`config.mk`:
```
export PLATFORM = sky130hd
export DESIGN_NAME = cpu_doze_clock_throttle
export DESIGN_NICKNAME = d
export VERILOG_FILES = /design/src/doze_pkg.sv /design/src/cpu_doze_clock_throttle.sv
export VERILOG_INCLUDE_DIRS = /design/src /design/src/src
export SDC_FILE = /design/constraint.sdc
export NUM_CORES = 1
export LEC_CHECK = 0
export BUFFER_PORTS_ARGS = -buffer_cell sky130_fd_sc_hd__buf_2
export CORE_ASPECT_RATIO = 1.25
export CORE_MARGIN = 8
export CORE_UTILIZATION = 35
export CTS_CLUSTER_SIZE = 10
export DETAILED_ROUTE_END_ITERATION = 7
export GPL_ROUTABILITY_DRIVEN = 0
export HOLD_SLACK_MARGIN = 0.08
export PLACE_DENSITY = 0.65
export REMOVE_ABC_BUFFERS = 1
export SLEW_MARGIN = 20
export SYNTH_ARGS = -nofsm -noshare
export SYNTH_HDL_FRONTEND = slang
export SYNTH_SLANG_ARGS = --single-unit
```
`constraint.sdc`:
```
create_clock -name CLOCK -period 3 [get_ports CLOCK]
set_input_delay 0.45 -clock CLOCK [delete_from_list [all_inputs] [get_ports CLOCK]]
set_output_delay 0.45 -clock CLOCK [all_outputs]
set_load 0.05 [all_outputs]
```
`src/cpu_doze_clock_throttle_map.svh`:
```
// Register indexes, field positions, reset values and timing counts
`ifndef CPU_DOZE_CLOCK_THROTTLE_MAP_SVH
`define CPU_DOZE_CLOCK_THROTTLE_MAP_SVH
// ==========================================
// Register indexes (byte address = 4 * index)
`define DZ_IDX_SW_QUAL 8'h40
`define DZ_IDX_TIMER_CTL 8'h41
`define DZ_IDX_START 8'h50
`define DZ_IDX_WAKE 8'h65
`define DZ_IDX_TYPE 8'h66
`define DZ_IDX_RLD_ACC 8'h76
`define DZ_IDX_RLD_IRQ_LO 8'h77
`define DZ_IDX_RLD_IRQ_HI 8'h78
`define DZ_IDX_TIMER1 8'h79
`define DZ_IDX_BANK 8'hae
// ==========================================
// Reset values
`define DZ_RST_ZERO 8'h00
`define DZ_RST_RLD_ACC 8'h0f
`define DZ_RST_RLD_ALT 8'h03
// ==========================================
// Field positions and masks
`define DZ_TSEL_LSB 5
`define DZ_RATE_LSB 2
`define DZ_ACC_EN_BIT 1
`define DZ_CTL_SEL_BIT 0
`define DZ_START_BIT 3
`define DZ_SMI_BIT 4
`define DZ_IRQ_ALL_BIT 7
`define DZ_TYPE_BIT 5
`define DZ_BANK_BIT 7
`define DZ_QUAL_BIT 0
`define DZ_ALT_MASK 8'h63
`define DZ_QUAL_MASK 8'h01
`define DZ_BANK_MASK 8'h80
// ==========================================
// Timing
`define DZ_CLK_PERIOD_NS 20
`define DZ_MS_TIME_NS 1000000
`define DZ_MS_CYCLES (`DZ_MS_TIME_NS / `DZ_CLK_PERIOD_NS)
`define DZ_THR_FREQ_HZ 32000
`define DZ_THR_PERIOD_NS (1000000000 / `DZ_THR_FREQ_HZ)
`define DZ_THR_CYCLES (`DZ_THR_PERIOD_NS / `DZ_CLK_PERIOD_NS)
`endif

```
`src/doze_pkg.sv`:
```
// Types shared by the doze clock throttle
package doze_pkg;
	// ==========================================
	// Wake and reload event inputs
	typedef struct packed {
		logic display_access_event;
		logic keyboard_access_event;
		logic floppy_access_event;
		logic hard_disk_access_event;
		logic serial_port_access_event;
		logic printer_port_access_event;
		logic generic_decode_one_event;
		logic generic_decode_two_event;
		logic generic_decode_five_event;
		logic generic_decode_six_event;
		logic pci_request_line_n;
		logic clock_run_line_n;
		logic pci_bus_activity;
		logic [15:0] irq_line;
	} wake_in_type;
	// ==========================================
	// Doze state
	typedef enum logic [1:0] {
		ST_RUN,
		ST_HW_DOZE,
		ST_SW_DOZE
	} doze_state_type;
endpackage : doze_pkg

```
`src/cpu_doze_clock_throttle.sv`:
```
// Doze stop-clock throttle with two inactivity timers and APB registers
//
// Summary of operation
// - First timer codes 0..7 select 2,4,8,32,128,512 ms, 2 s, 8 s.
// - First timer expiry pulses power-management event twenty-seven.
// - Second timer code 000, the reset value, means no delay.
// - Second timer code 010 selects a 4 ms timeout.
// - Rate 000 no modulation; others set high time fractions 3/4..1/64.
// - High time is the unasserted part of each 32 kHz period.
// - Control select 0 hardware timer Doze, 1 software Doze, timers off.
// - Doze type 0 modulates stop-clock, 1 holds it asserted.
// - Hardware mode enters Doze and modulates when a timer expires.
// - Enabled wake event restores full speed and reloads its timer.
// - Reload-select bit picks first timer at 0, second at 1.
// - Bank select 1 swaps first reload register to PCI set, reset 03h.
// - Writing 1 to start starts software Doze if qualified; 0 ignored.
// - Start bit reads timer status: 1 expired, 0 counting.
// - After software Doze wake, core runs until start written again.
// - SMI recognition bit lets an SMI exit Doze; else SMI ignored.
//
// Added by the designer: the APB interface to the registers.
`timescale 1ns/10ps
`include "cpu_doze_clock_throttle_map.svh"

module cpu_doze_clock_throttle #(
	parameter int MS_TICK_CYCLES = `DZ_MS_CYCLES
) (
	input wire logic CLOCK,
	input wire logic RESETN,
	input wire logic PSEL,
	input wire logic PENABLE,
	input wire logic PWRITE,
	input wire logic [11:0] PADDR,
	input wire logic [31:0] PWDATA,
	output logic [31:0] PRDATA,
	output logic PREADY,
	output logic PSLVERR,
	input wire doze_pkg::wake_in_type WAKE,
	input wire logic SMI,
	output logic CPU_STOP_CLOCK_N,
	output logic PM_EVENT_TWENTY_SEVEN
);
	import doze_pkg::*;
	localparam logic [10:0] THR_CYC = 11'(`DZ_THR_CYCLES);
	localparam logic [15:0] MS_CYC = 16'(MS_TICK_CYCLES);

	// ==========================================
	// Decode helpers
	// True when the address is the aligned word of the given index
	function automatic logic hit(input logic [11:0] a,
		input logic [7:0] idx);
		hit = (a[1:0] == 2'h0) && (a[11:10] == 2'h0) &&
			(a[9:2] == idx);
	endfunction : hit
	// First timer timeout in ms
	function automatic logic [13:0] t0_ms(input logic [2:0] c);
		case (c)
			3'h0: t0_ms = 14'd2;
			3'h1: t0_ms = 14'd4;
			3'h2: t0_ms = 14'd8;
			3'h3: t0_ms = 14'd32;
			3'h4: t0_ms = 14'd128;
			3'h5: t0_ms = 14'd512;
			3'h6: t0_ms = 14'd2000;
			default: t0_ms = 14'd8000;
		endcase
	endfunction : t0_ms
	// Second timer timeout in ms, zero meaning no delay
	function automatic logic [13:0] t1_ms(input logic [2:0] c);
		case (c)
			3'h0: t1_ms = 14'd0;
			3'h1: t1_ms = 14'd1;
			3'h2: t1_ms = 14'd4;
			3'h3: t1_ms = 14'd16;
			3'h4: t1_ms = 14'd64;
			3'h5: t1_ms = 14'd256;
			3'h6: t1_ms = 14'd1000;
			default: t1_ms = 14'd4000;
		endcase
	endfunction : t1_ms
	// High (unasserted) cycles within one throttle period
	function automatic logic [10:0] hi_cyc(input logic [2:0] r);
		case (r)
			3'h1: hi_cyc = THR_CYC - (THR_CYC >> 2);
			3'h2: hi_cyc = THR_CYC >> 1;
			3'h3: hi_cyc = THR_CYC >> 2;
			3'h4: hi_cyc = THR_CYC >> 3;
			3'h5: hi_cyc = THR_CYC >> 4;
			3'h6: hi_cyc = THR_CYC >> 5;
			3'h7: hi_cyc = THR_CYC >> 6;
			default: hi_cyc = THR_CYC;
		endcase
	endfunction : hi_cyc

	// ==========================================
	// Register storage
	logic [7:0] qual_reg;
	logic [7:0] tctl_reg;
	logic [7:0] pmu4_reg;
	logic [7:0] wake_reg;
	logic [7:0] type_reg;
	logic [7:0] rld_acc_reg;
	logic [7:0] rld_alt_reg;
	logic [7:0] rld_lo_reg;
	logic [7:0] rld_hi_reg;
	logic [7:0] t1ctl_reg;
	logic [7:0] bank_reg;
	logic [31:0] rdata_reg;
	logic err_reg;
	logic [7:0] rd_value;
	logic mapped;
	logic wr_en;
	logic start_wr;
	logic [7:0] wd;
	doze_state_type state_reg;
	doze_state_type state_next;
	logic [1:0] exp_reg;
	logic [1:0] reload;
	logic [13:0] limit [2];
	logic [15:0] ms_cnt_reg;
	logic ms_tick;
	logic [10:0] per_cnt_reg;
	logic stop_n_next;
	logic pm_reg;

	// Zero wait state slave; data and error are latched at setup
	assign PREADY = 1'b1;
	assign PRDATA = rdata_reg;
	assign PSLVERR = err_reg;
	assign wr_en = PSEL & PENABLE & PWRITE & ~err_reg;
	assign wd = PWDATA[7:0];
	assign start_wr = wr_en & hit(PADDR, `DZ_IDX_START) &
		wd[`DZ_START_BIT];

	// ==========================================
	// Read mux and address map
	always_comb begin
		rd_value = 8'h00;
		mapped = 1'b1;
		if (hit(PADDR, `DZ_IDX_SW_QUAL)) begin
			rd_value = qual_reg & `DZ_QUAL_MASK;
		end else if (hit(PADDR, `DZ_IDX_TIMER_CTL)) begin
			rd_value = tctl_reg;
		end else if (hit(PADDR, `DZ_IDX_START)) begin
			rd_value = pmu4_reg;
			rd_value[`DZ_START_BIT] = |exp_reg;
		end else if (hit(PADDR, `DZ_IDX_WAKE)) begin
			rd_value = wake_reg;
		end else if (hit(PADDR, `DZ_IDX_TYPE)) begin
			rd_value = type_reg;
		end else if (hit(PADDR, `DZ_IDX_RLD_ACC)) begin
			if (bank_reg[`DZ_BANK_BIT]) begin
				rd_value = rld_alt_reg & `DZ_ALT_MASK;
			end else begin
				rd_value = rld_acc_reg;
			end
		end else if (hit(PADDR, `DZ_IDX_RLD_IRQ_LO)) begin
			rd_value = rld_lo_reg;
		end else if (hit(PADDR, `DZ_IDX_RLD_IRQ_HI)) begin
			rd_value = rld_hi_reg;
		end else if (hit(PADDR, `DZ_IDX_TIMER1)) begin
			rd_value = t1ctl_reg;
		end else if (hit(PADDR, `DZ_IDX_BANK)) begin
			rd_value = bank_reg & `DZ_BANK_MASK;
		end else begin
			mapped = 1'b0;
		end
	end

	// Answer captured in the setup cycle, shown in the access cycle
	always_ff @(posedge CLOCK or negedge RESETN) begin
		if (!RESETN) begin
			rdata_reg <= 32'h0000_0000;
			err_reg <= 1'b0;
		end else if (PSEL && !PENABLE) begin
			rdata_reg <= {24'h00_0000, PWRITE ? 8'h00 : rd_value};
			err_reg <= ~mapped;
		end
	end

	// Register writes; start bit itself is not stored
	always_ff @(posedge CLOCK or negedge RESETN) begin
		if (!RESETN) begin
			qual_reg <= `DZ_RST_ZERO;
			tctl_reg <= `DZ_RST_ZERO;
			pmu4_reg <= `DZ_RST_ZERO;
			wake_reg <= `DZ_RST_ZERO;
			type_reg <= `DZ_RST_ZERO;
			rld_acc_reg <= `DZ_RST_RLD_ACC;
			rld_alt_reg <= `DZ_RST_RLD_ALT;
			rld_lo_reg <= `DZ_RST_ZERO;
			rld_hi_reg <= `DZ_RST_ZERO;
			t1ctl_reg <= `DZ_RST_ZERO;
			bank_reg <= `DZ_RST_ZERO;
		end else if (wr_en) begin
			if (hit(PADDR, `DZ_IDX_SW_QUAL)) begin
				qual_reg <= wd & `DZ_QUAL_MASK;
			end
			if (hit(PADDR, `DZ_IDX_TIMER_CTL)) begin
				tctl_reg <= wd;
			end
			if (hit(PADDR, `DZ_IDX_START)) begin
				pmu4_reg <= wd & ~(8'h01 << `DZ_START_BIT);
			end
			if (hit(PADDR, `DZ_IDX_WAKE)) begin
				wake_reg <= wd;
			end
			if (hit(PADDR, `DZ_IDX_TYPE)) begin
				type_reg <= wd;
			end
			// Bank select steers which set the write lands in
			if (hit(PADDR, `DZ_IDX_RLD_ACC)) begin
				if (bank_reg[`DZ_BANK_BIT]) begin
					rld_alt_reg <= wd & `DZ_ALT_MASK;
				end else begin
					rld_acc_reg <= wd;
				end
			end
			if (hit(PADDR, `DZ_IDX_RLD_IRQ_LO)) begin
				rld_lo_reg <= wd;
			end
			if (hit(PADDR, `DZ_IDX_RLD_IRQ_HI)) begin
				rld_hi_reg <= wd;
			end
			if (hit(PADDR, `DZ_IDX_TIMER1)) begin
				t1ctl_reg <= wd;
			end
			if (hit(PADDR, `DZ_IDX_BANK)) begin
				bank_reg <= wd & `DZ_BANK_MASK;
			end
		end
	end

	// ==========================================
	// Wake events and their timer assignment
	logic acc_en;
	logic irq_en;
	logic smi_wake;
	logic [12:0] acc_ev;
	logic [12:0] acc_sel;
	logic [14:0] irq_ev;
	logic [14:0] irq_sel;
	logic [27:0] ev;
	logic [27:0] sel;
	logic wake;
	logic hw_mode;

	assign hw_mode = ~tctl_reg[`DZ_CTL_SEL_BIT];
	assign acc_en = tctl_reg[`DZ_ACC_EN_BIT];
	assign irq_en = wake_reg[`DZ_IRQ_ALL_BIT];
	// SMI only wakes when recognised during stop-clock
	assign smi_wake = SMI & wake_reg[`DZ_SMI_BIT];
	assign acc_ev = {WAKE.display_access_event,
		WAKE.keyboard_access_event, WAKE.floppy_access_event,
		WAKE.hard_disk_access_event, WAKE.serial_port_access_event,
		WAKE.printer_port_access_event,
		WAKE.generic_decode_one_event,
		WAKE.generic_decode_two_event,
		~WAKE.pci_request_line_n, ~WAKE.clock_run_line_n,
		WAKE.generic_decode_five_event,
		WAKE.generic_decode_six_event, WAKE.pci_bus_activity};
	assign acc_sel = {rld_acc_reg, rld_alt_reg[6], rld_alt_reg[5],
		rld_alt_reg[1], rld_alt_reg[0], rld_hi_reg[7]};
	assign irq_ev = {WAKE.irq_line[8:3], WAKE.irq_line[1:0],
		WAKE.irq_line[15:9]};
	assign irq_sel = {rld_lo_reg, rld_hi_reg[6:0]};
	assign ev = {acc_ev & {13{acc_en}}, irq_ev & {15{irq_en}}};
	assign sel = {acc_sel, irq_sel};
	// A recognised SMI always reloads the first timer
	assign reload[0] = (|(ev & ~sel)) | smi_wake;
	assign reload[1] = |(ev & sel);
	assign wake = |reload;

	// ==========================================
	// Millisecond tick shared by both timers
	assign ms_tick = (ms_cnt_reg == MS_CYC - 16'h0001);
	always_ff @(posedge CLOCK or negedge RESETN) begin
		if (!RESETN) begin
			ms_cnt_reg <= 16'h0000;
		end else if (ms_tick) begin
			ms_cnt_reg <= 16'h0000;
		end else begin
			ms_cnt_reg <= ms_cnt_reg + 16'h0001;
		end
	end
	assign limit[0] = t0_ms(tctl_reg[`DZ_TSEL_LSB +: 3]);
	assign limit[1] = t1_ms(t1ctl_reg[`DZ_TSEL_LSB +: 3]);

	// ==========================================
	// Inactivity timers; held cleared in software mode
	genvar gi;
	generate
		for (gi = 0; gi < 2; gi++) begin : g_timer
			logic [13:0] cnt_reg;
			always_ff @(posedge CLOCK or negedge RESETN) begin
				if (!RESETN) begin
					cnt_reg <= 14'h0000;
					exp_reg[gi] <= 1'b0;
				end else if (!hw_mode || reload[gi]) begin
					cnt_reg <= 14'h0000;
					exp_reg[gi] <= 1'b0;
				end else if (!exp_reg[gi]) begin
					// A zero limit expires at once
					if (cnt_reg >= limit[gi]) begin
						exp_reg[gi] <= 1'b1;
					end else if (ms_tick) begin
						cnt_reg <= cnt_reg + 14'h0001;
					end
				end
			end
		end
	endgenerate

	// Event twenty-seven pulses once on first timer expiry
	always_ff @(posedge CLOCK or negedge RESETN) begin
		if (!RESETN) begin
			pm_reg <= 1'b0;
		end else begin
			pm_reg <= hw_mode && !reload[0] && !exp_reg[0] &&
				(g_timer[0].cnt_reg >= limit[0]);
		end
	end
	assign PM_EVENT_TWENTY_SEVEN = pm_reg;

	// ==========================================
	// Doze state machine
	always_comb begin
		state_next = state_reg;
		case (state_reg)
			ST_RUN: begin
				if (hw_mode && (|exp_reg) && !wake) begin
					state_next = ST_HW_DOZE;
				end else if (!hw_mode && start_wr && !wake &&
					qual_reg[`DZ_QUAL_BIT]) begin
					state_next = ST_SW_DOZE;
				end
			end
			ST_HW_DOZE: begin
				if (wake || !hw_mode) begin
					state_next = ST_RUN;
				end
			end
			ST_SW_DOZE: begin
				// Stays at full speed until the next start write
				if (wake) begin
					state_next = ST_RUN;
				end
			end
			default: begin
				state_next = ST_RUN;
			end
		endcase
	end

	always_ff @(posedge CLOCK or negedge RESETN) begin
		if (!RESETN) begin
			state_reg <= ST_RUN;
		end else begin
			state_reg <= state_next;
		end
	end

	// ==========================================
	// Throttle period counter, free running at 32 kHz
	always_ff @(posedge CLOCK or negedge RESETN) begin
		if (!RESETN) begin
			per_cnt_reg <= 11'h000;
		end else if (per_cnt_reg == THR_CYC - 11'h001) begin
			per_cnt_reg <= 11'h000;
		end else begin
			per_cnt_reg <= per_cnt_reg + 11'h001;
		end
	end

	// Stop-clock output; low means asserted to the CPU
	always_comb begin
		// Rate 000 in modulate type falls through and stays high
		stop_n_next = 1'b1;
		if (state_next != ST_RUN) begin
			if (type_reg[`DZ_TYPE_BIT]) begin
				stop_n_next = 1'b0;
			end else if (tctl_reg[`DZ_RATE_LSB +: 3] != 3'h0) begin
				stop_n_next = per_cnt_reg <
					hi_cyc(tctl_reg[`DZ_RATE_LSB +: 3]);
			end
		end
	end

	always_ff @(posedge CLOCK or negedge RESETN) begin
		if (!RESETN) begin
			CPU_STOP_CLOCK_N <= 1'b1;
		end else begin
			CPU_STOP_CLOCK_N <= stop_n_next;
		end
	end
endmodule : cpu_doze_clock_throttle

```
==> results.py, run 1 <==
metrics = {
    "logic_synthesis": {
        "async_flop_share_pct": 100,
        "synth_area_leaders": "dfrtp_1 40%, mux2_2 9.7%, ha_1 6.5%, nor2_1 2.5%, buf_4 2.3%",
        "yosys-top-cells-count": "132 x dfrtp_1, 72 x mux2_2, 55 x nor2_1, 45 x nand2_1, 43 x ha_1",
        "synthCells": 836,
        "ys.flop_type": "dfrtp_1",
        "synth.ff_latch_count": 139,
        "synth_top_area_cell": "dfrtp_1",
        "synth.distinct_cells": 64,
        "syn_area_per_cell_um2": 9.98,
        "synth_seq_area_share_pct": 41.8,
        "synth.top_cell.area_share_pct": 39.6,
        "yosys_warnings": 0,
        "synthesis.area_um2": 8340,
        "synth.most_common_cell": "dfrtp_1",
        "synth_edf_count": 0,
    },
    "drt": {
        "detail-route-antenna-nets": 0,
        "vias": 6698,
        "viasPerCell": 5.48,
        "dr.pass1.iters": 8,
        "routed_wl_um": 21400,
        "drc": 0,
        "drt_iter0_markers": 531,
        "routedWlPerCell_um": 17.5,
    },
    "status": {
        "status": "completed",
    },
    "clock_network": {
        "cts_tree": "done",
        "clk_pin_slew_ns": 0.07,
        "cts.htree.levels": 4,
        "post-cts-setup-buffers": 0,
        "clock_latency_ns": 0.43,
        "cts_buffer_depth": 2,
        "cts_buffers": 17,
        "cts_sinks": 139,
        "post_cts_resized": 0,
        "ctsHoldBuffers": 1,
        "clockRootBuffer": "clkbuf_16",
    },
    "sta": {
        "hold_viol_final": 0,
        "finalSetupViolations": 0,
        "worst_pin_slew_ns": 0.833,
        "drv_slew": 0,
        "fin_crit_ns": 2.78,
        "relSlewSlack_pct": 44.0,
        "rsz0062_at_grt": "no",
        "setup_ws_ns": 0.220,
        "skew_ns": 0.0117,
        "fin_crit_sh_pct": 92.7,
        "holdWs_ns": 0.396,
        "clock.fmax_mhz": 360,
    },
    "die": {
        "io_pins": 115,
        "die_w_um": 154,
        "core_um2": 23600,
        "fp-row-count": 63,
        "die_h_um": 189,
        "initial_utilization_pct": 35.4,
        "dieArea_um2": 29100,
    },
    "setup_path": {
        "reg2reg_slack_ns": 0.22,
        "start_kind": "flip-flop",
        "critPathBufInv": 0,
        "worst-path-stages": 8,
        "path_class": "flip-flop to flip-flop",
        "crit_arrival_ns": 3.09,
        "cp_common_cell": "nor3b_1",
        "reg2regPathDepth": 8,
        "crit_path_end_kind": "flip-flop",
        "crit_required_ns": 3.31,
        "cp_cell_sequence": "nor3b_1, ha_1, or4b_2, o211ai_1, a21oi_1, nor3b_1, mux2i_1, nor2_1",
        "rr_endpoint": "g_timer[1].cnt_reg[1]",
        "slowest_stage": "or4b_2",
        "critical-path-top-delay-family": "simple AND/OR/NAND/NOR gates",
        "critical_path.max_stage_delay_ns": 0.63,
        "rr_startpoint": "t1ctl_reg[7]",
        "crit_fanout": 9,
    },
    "finish": {
        "drive_above_1_share_pct": 24.2,
        "finalNonFillerCells": 1222,
        "fillers": 2262,
        "layout.nets": 1039,
        "ff_latch_area_um2": 3490,
        "diodes": 0,
        "areaGrowthSynthToFinish_pct": 15.9,
        "multiInputGateArea_um2": 4480,
        "largest_reg_flops": 28,
    },
    "power": {
        "p_leak_nw": 4.27,
        "vdd_drop_max_v": 0.000351,
        "cellPowerDensity_nw_per_um2": 441,
    },
    "min_path": {
        "holdCritStartpoint": "PWDATA[3]",
        "hold_depth": 3,
        "worstHoldEndpoint": "tctl_reg[3]",
        "worstHoldPathType": "input port to flip-flop",
    },
    "placement": {
        "pre_cts_ws_ns": 0.207,
        "dp_hpwl_um": 16200,
        "dp.cells": 1189,
        "io_buffers": 64,
    },
    "run": {
        "cap_violations": 0,
    },
    "global_route": {
        "track_usage_pct": 14.9,
        "grt_pass1_vias": 6726,
        "grt.overflow.total": 0,
        "antenna_found_initial": 0,
        "grt_pass1_wl_um": 35000,
        "grt_max_degree": 61,
    },
}
## kinds of logic after synthesis
group | Yosys count | synth area share, %
xor+xnor | 39 | 4.10
buf+inv | 95 | 5.63
other cells | 2 | 0.0901
mux | 77 | 10.3
fa+ha+maj | 43 | 6.45
compound gates | 153 | 12.4
flops | 139 | 41.8
simple gates | 288 | 19.2
## how the worst max path moves through the flow
stage                              from                    end  slack, ns
after floorplan           ms_cnt_reg[7]  g_timer[1].cnt_reg[1]      -0.26
after global placement         PADDR[1]            type_reg[4]       0.21
after detailed placement   t1ctl_reg[7]  g_timer[1].cnt_reg[1]       0.21
after CTS                  t1ctl_reg[7]  g_timer[1].cnt_reg[1]       0.18
after global routing       t1ctl_reg[7]  g_timer[1].cnt_reg[1]       0.04
final                      t1ctl_reg[7]  g_timer[1].cnt_reg[1]       0.22
## cell usage in the layout, fill, tap and decap left out, types with 18 or more instances in the layout
cell type	instances
nand3_1	29
and3_1	18
buf_2	63
nor2b_1	19
nor3_1	27
a21oi_1	30
buf_4	33
ha_1	43
conb_1	25
dfrtp_1	132
nor2_1	55
mux2_2	72
xnor2_1	22
nand2_1	45
nand4_1	20
inv_1	35
o21ai_0	36
## metrics by stage
stage / power [W] / TNS, ns / instance area, um^2 / utilization, %
floorplan: 0.00203 / -2.03 / 8090 / -
global placement: 0.00216 / 0 / 9050 / 38.4
detailed placement: 0.00216 / 0 / 9050 / 38.4
CTS: 0.00429 / 0 / 9660 / 41.0
global route: 0.00440 / 0 / 9660 / 41.0
finish: 0.00426 / 0 / 9660 / 41.0
## where the power goes
group          switching (W)  internal (W)  total, W
sequential        0.00000212       0.00188   0.00188
combinational       0.000194     0.0000571  0.000251
clock               0.000943       0.00119   0.00213
total                0.00114       0.00312   0.00426
## metal layers
layer	global-route usage, %	wire length (um)	vias to the layer above
met5	0	0	-
met1	18.1	9230	3306
met2	25.5	10600	176
li1	-	-	3186
met4	5.78	509	0
met3	2.84	1030	30
## worst min-delay path: stages
cell     delay [ns]
buf_2          0.17
nand2_1        0.08
o21ai_0        0.07
## final cells by class
type,instances,area share (%)
clock inverter,15,1.79
multi-input combinational,625,46.3
tap,292,3.78
sequential,139,36.1
inverter,35,1.36
clock buffer,17,4.40
timing repair buffer,99,6.25
Note: power is estimated with default switching activity, not from simulation.
==> run 2: changes to the inputs <==
Settings changed: RECOVER_POWER from default to 100.
==> run 2 against run 1 <==
The run now ends with max-capacitance violations, max-slew violations left. Flip-flop and latch count did not move. Via count barely moved. First-iteration DRC count fell by 0.94%. Hold slack improved by 0.00099 ns. Utilization fell by 0.48 points. Die area did not move. Combinational power fell by 2%. Non-clock buffer count did not move. Critical path type unchanged. Critical endpoint unchanged.
==> results.py, run 2 (same netlist as run 1, synthesis figures left out) <==
metrics = {
    "run": {
        "cap_violations": 1,
    },
    "clock_network": {
        "cts_buffers": 17,
        "cts_buffer_depth": 2,
        "cts_sinks": 139,
        "clockRootBuffer": "clkbuf_16",
        "cts_tree": "done",
        "post_cts_resized": 0,
        "cts.htree.levels": 4,
        "clock_latency_ns": 0.43,
        "clk_pin_slew_ns": 0.07,
    },
    "finish": {
        "diodes": 0,
        "largest_reg_flops": 28,
        "drive_above_1_share_pct": 21.3,
        "layout_commonest_cell": "dfrtp_1",
        "layout.nets": 1039,
        "most-common-layout-cells": "132 x dfrtp_1, 72 x mux2_2, 56 x nor2_1",
        "postLayoutCellArea_um2": 9550,
        "areaGrowthSynthToFinish_pct": 14.5,
    },
    "drt": {
        "drt_iter0_markers": 526,
        "routed-wl-met2_um": 10600,
        "viasPerCell": 5.48,
        "routed_wl_um": 21500,
        "drc": 0,
        "wl_met1_um": 9460,
        "top_layer": "met4",
        "detail-route-antenna-nets": 0,
        "dr_wl_met3_um": 1010,
        "vias": 6697,
        "dr.pass1.iters": 8,
        "routedWlPerCell_um": 17.6,
    },
    "die": {
        "io_pins": 115,
        "fp-row-count": 63,
        "initial_utilization_pct": 35.4,
        "dieArea_um2": 29100,
        "die_h_um": 189,
        "die_w_um": 154,
        "core_um2": 23600,
    },
    "power": {
        "cellPowerDensity_nw_per_um2": 445,
        "vdd_drop_max_v": 0.000348,
        "swShare_pct": 26.7,
        "combinationalPowerShare_pct": 5.8,
        "power.clock.fraction_pct": 50.0,
        "cellInternalPower_w": 0.00312,
        "seqPwrFrac_pct": 44.2,
        "p_leak_nw": 4.18,
        "switching_power_w": 0.00113,
    },
    "sta": {
        "finalSetupViolations": 0,
        "rsz0062_at_grt": "no",
        "clock.fmax_mhz": 361,
        "relSlewSlack_pct": -0.871,
        "fin_crit_ns": 2.77,
        "fin_crit_sh_pct": 92.4,
        "finalSetupTns_ns": 0,
        "skew_ns": 0.0112,
        "worst_pin_slew_ns": 1.51,
        "setup_ws_ns": 0.228,
        "drv_slew": 61,
        "hold_viol_final": 0,
    },
    "setup_path": {
        "rr_endpoint": "g_timer[1].cnt_reg[1]",
        "start_kind": "flip-flop",
        "crit_path_end_kind": "flip-flop",
        "crit_fanout": 9,
        "rr_startpoint": "t1ctl_reg[7]",
        "reg2regPathDepth": 8,
        "crit_required_ns": 3.31,
        "crit_start": "t1ctl_reg[7]",
        "path_class": "flip-flop to flip-flop",
        "crit_arrival_ns": 3.08,
        "reg2reg_slack_ns": 0.23,
        "endpoint": "g_timer[1].cnt_reg[1]",
    },
    "placement": {
        "pre_cts_ws_ns": 0.207,
        "io_buffers": 64,
        "dp_hpwl_um": 16200,
        "dpl-instance-area_um2": 9050,
    },
    "global_route": {
        "grt_pass1_vias": 6726,
        "grt_pass1_wl_um": 35000,
        "grt.overflow.total": 0,
        "track_usage_pct": 14.9,
        "grt_max_degree": 61,
        "antenna_found_initial": 0,
    },
    "status": {
        "violations": "max-capacitance violations, max-slew violations",
        "status": "finished with violations",
    },
    "min_path": {
        "worstHoldPathType": "input port to flip-flop",
    },
}
-- run 2: cell count changes in the layout (fill, tap and decap cells not counted), moves of 3 or more --
| cell | change |
|---|---|
| clkbuf_2 | +3 |
| nor4_1 | +4 |
| buf_4 | -12 |
| buf_2 | -11 |
| clkbuf_1 | +21 |
| nor4_2 | -3 |
-- run 2: how the worst min path moves through the flow --
| stage | startpoint | end | cells after the start |
|---|---|---|---|
| global placement | RESETN | g_timer[1].cnt_reg[2] | 1 |
| detailed placement | RESETN | g_timer[1].cnt_reg[2] | 1 |
| global route | PWDATA[3] | tctl_reg[3] | 3 |
| floorplan | RESETN | PM_EVENT_TWENTY_SEVEN | 0 |
| finish | PWDATA[3] | tctl_reg[3] | 3 |
| CTS | PWDATA[1] | tctl_reg[1] | 3 |
-- run 2: what timing repair did --
action / CTS / global route
buffers inserted: 0 / 0
hold buffers: 1 / 0
hold endpoints to repair: 42 / 0
-- run 2: metrics by stage --
step	power [W]	cells	hold slack [ns]	utilization [%]
4_1_cts	0.00429	1222	0.387	41.0
6_report	0.00425	1222	0.397	40.5
5_1_grt	0.00439	1222	0.429	40.5
2_1_floorplan	0.00203	799	0.154	-
3_3_place_gp	0.00216	1189	0.397	38.4
3_5_place_dp	0.00216	1189	0.396	38.4
-- run 2: power by group through the flow --
stage,sequential [W],combinational (W),clock (W)
2_1_floorplan,0.00192,0.000111,0
3_3_place_gp,0.00191,0.000248,0
3_5_place_dp,0.00191,0.000249,0
4_1_cts,0.00188,0.000251,0.00216
5_1_grt,0.00188,0.000266,0.00225
6_report,0.00188,0.000246,0.00213
-- run 2: area by class of cell --
type | instances | area [um^2]
Fill cell | 2280 | 14000
Multi-Input combinational cell | 625 | 4430
Sequential cell | 139 | 3490
Timing Repair Buffer | 99 | 533
Clock buffer | 17 | 425
Tap cell | 292 | 365
Clock inverter | 15 | 173
Inverter | 35 | 131
-- run 2: per-layer routing --
| metal | global-route usage [%] | up-vias |
|---|---|---|
| li1 | - | 3191 |
| met1 | 18.1 | 3295 |
| met2 | 25.5 | 183 |
| met3 | 2.84 | 28 |
| met4 | 5.78 | 0 |
| met5 | 0 | - |
-- run 2: worst max-delay path, stage by stage, from the launching register on --
cell and delay (ns):
dfrtp_1 0.50, nor3b_1 0.28, ha_1 0.27, or4b_2 0.63, o211ai_1 0.11, a21oi_1 0.17
nor3b_1 0.41, mux2i_1 0.23, nor2_1 0.05
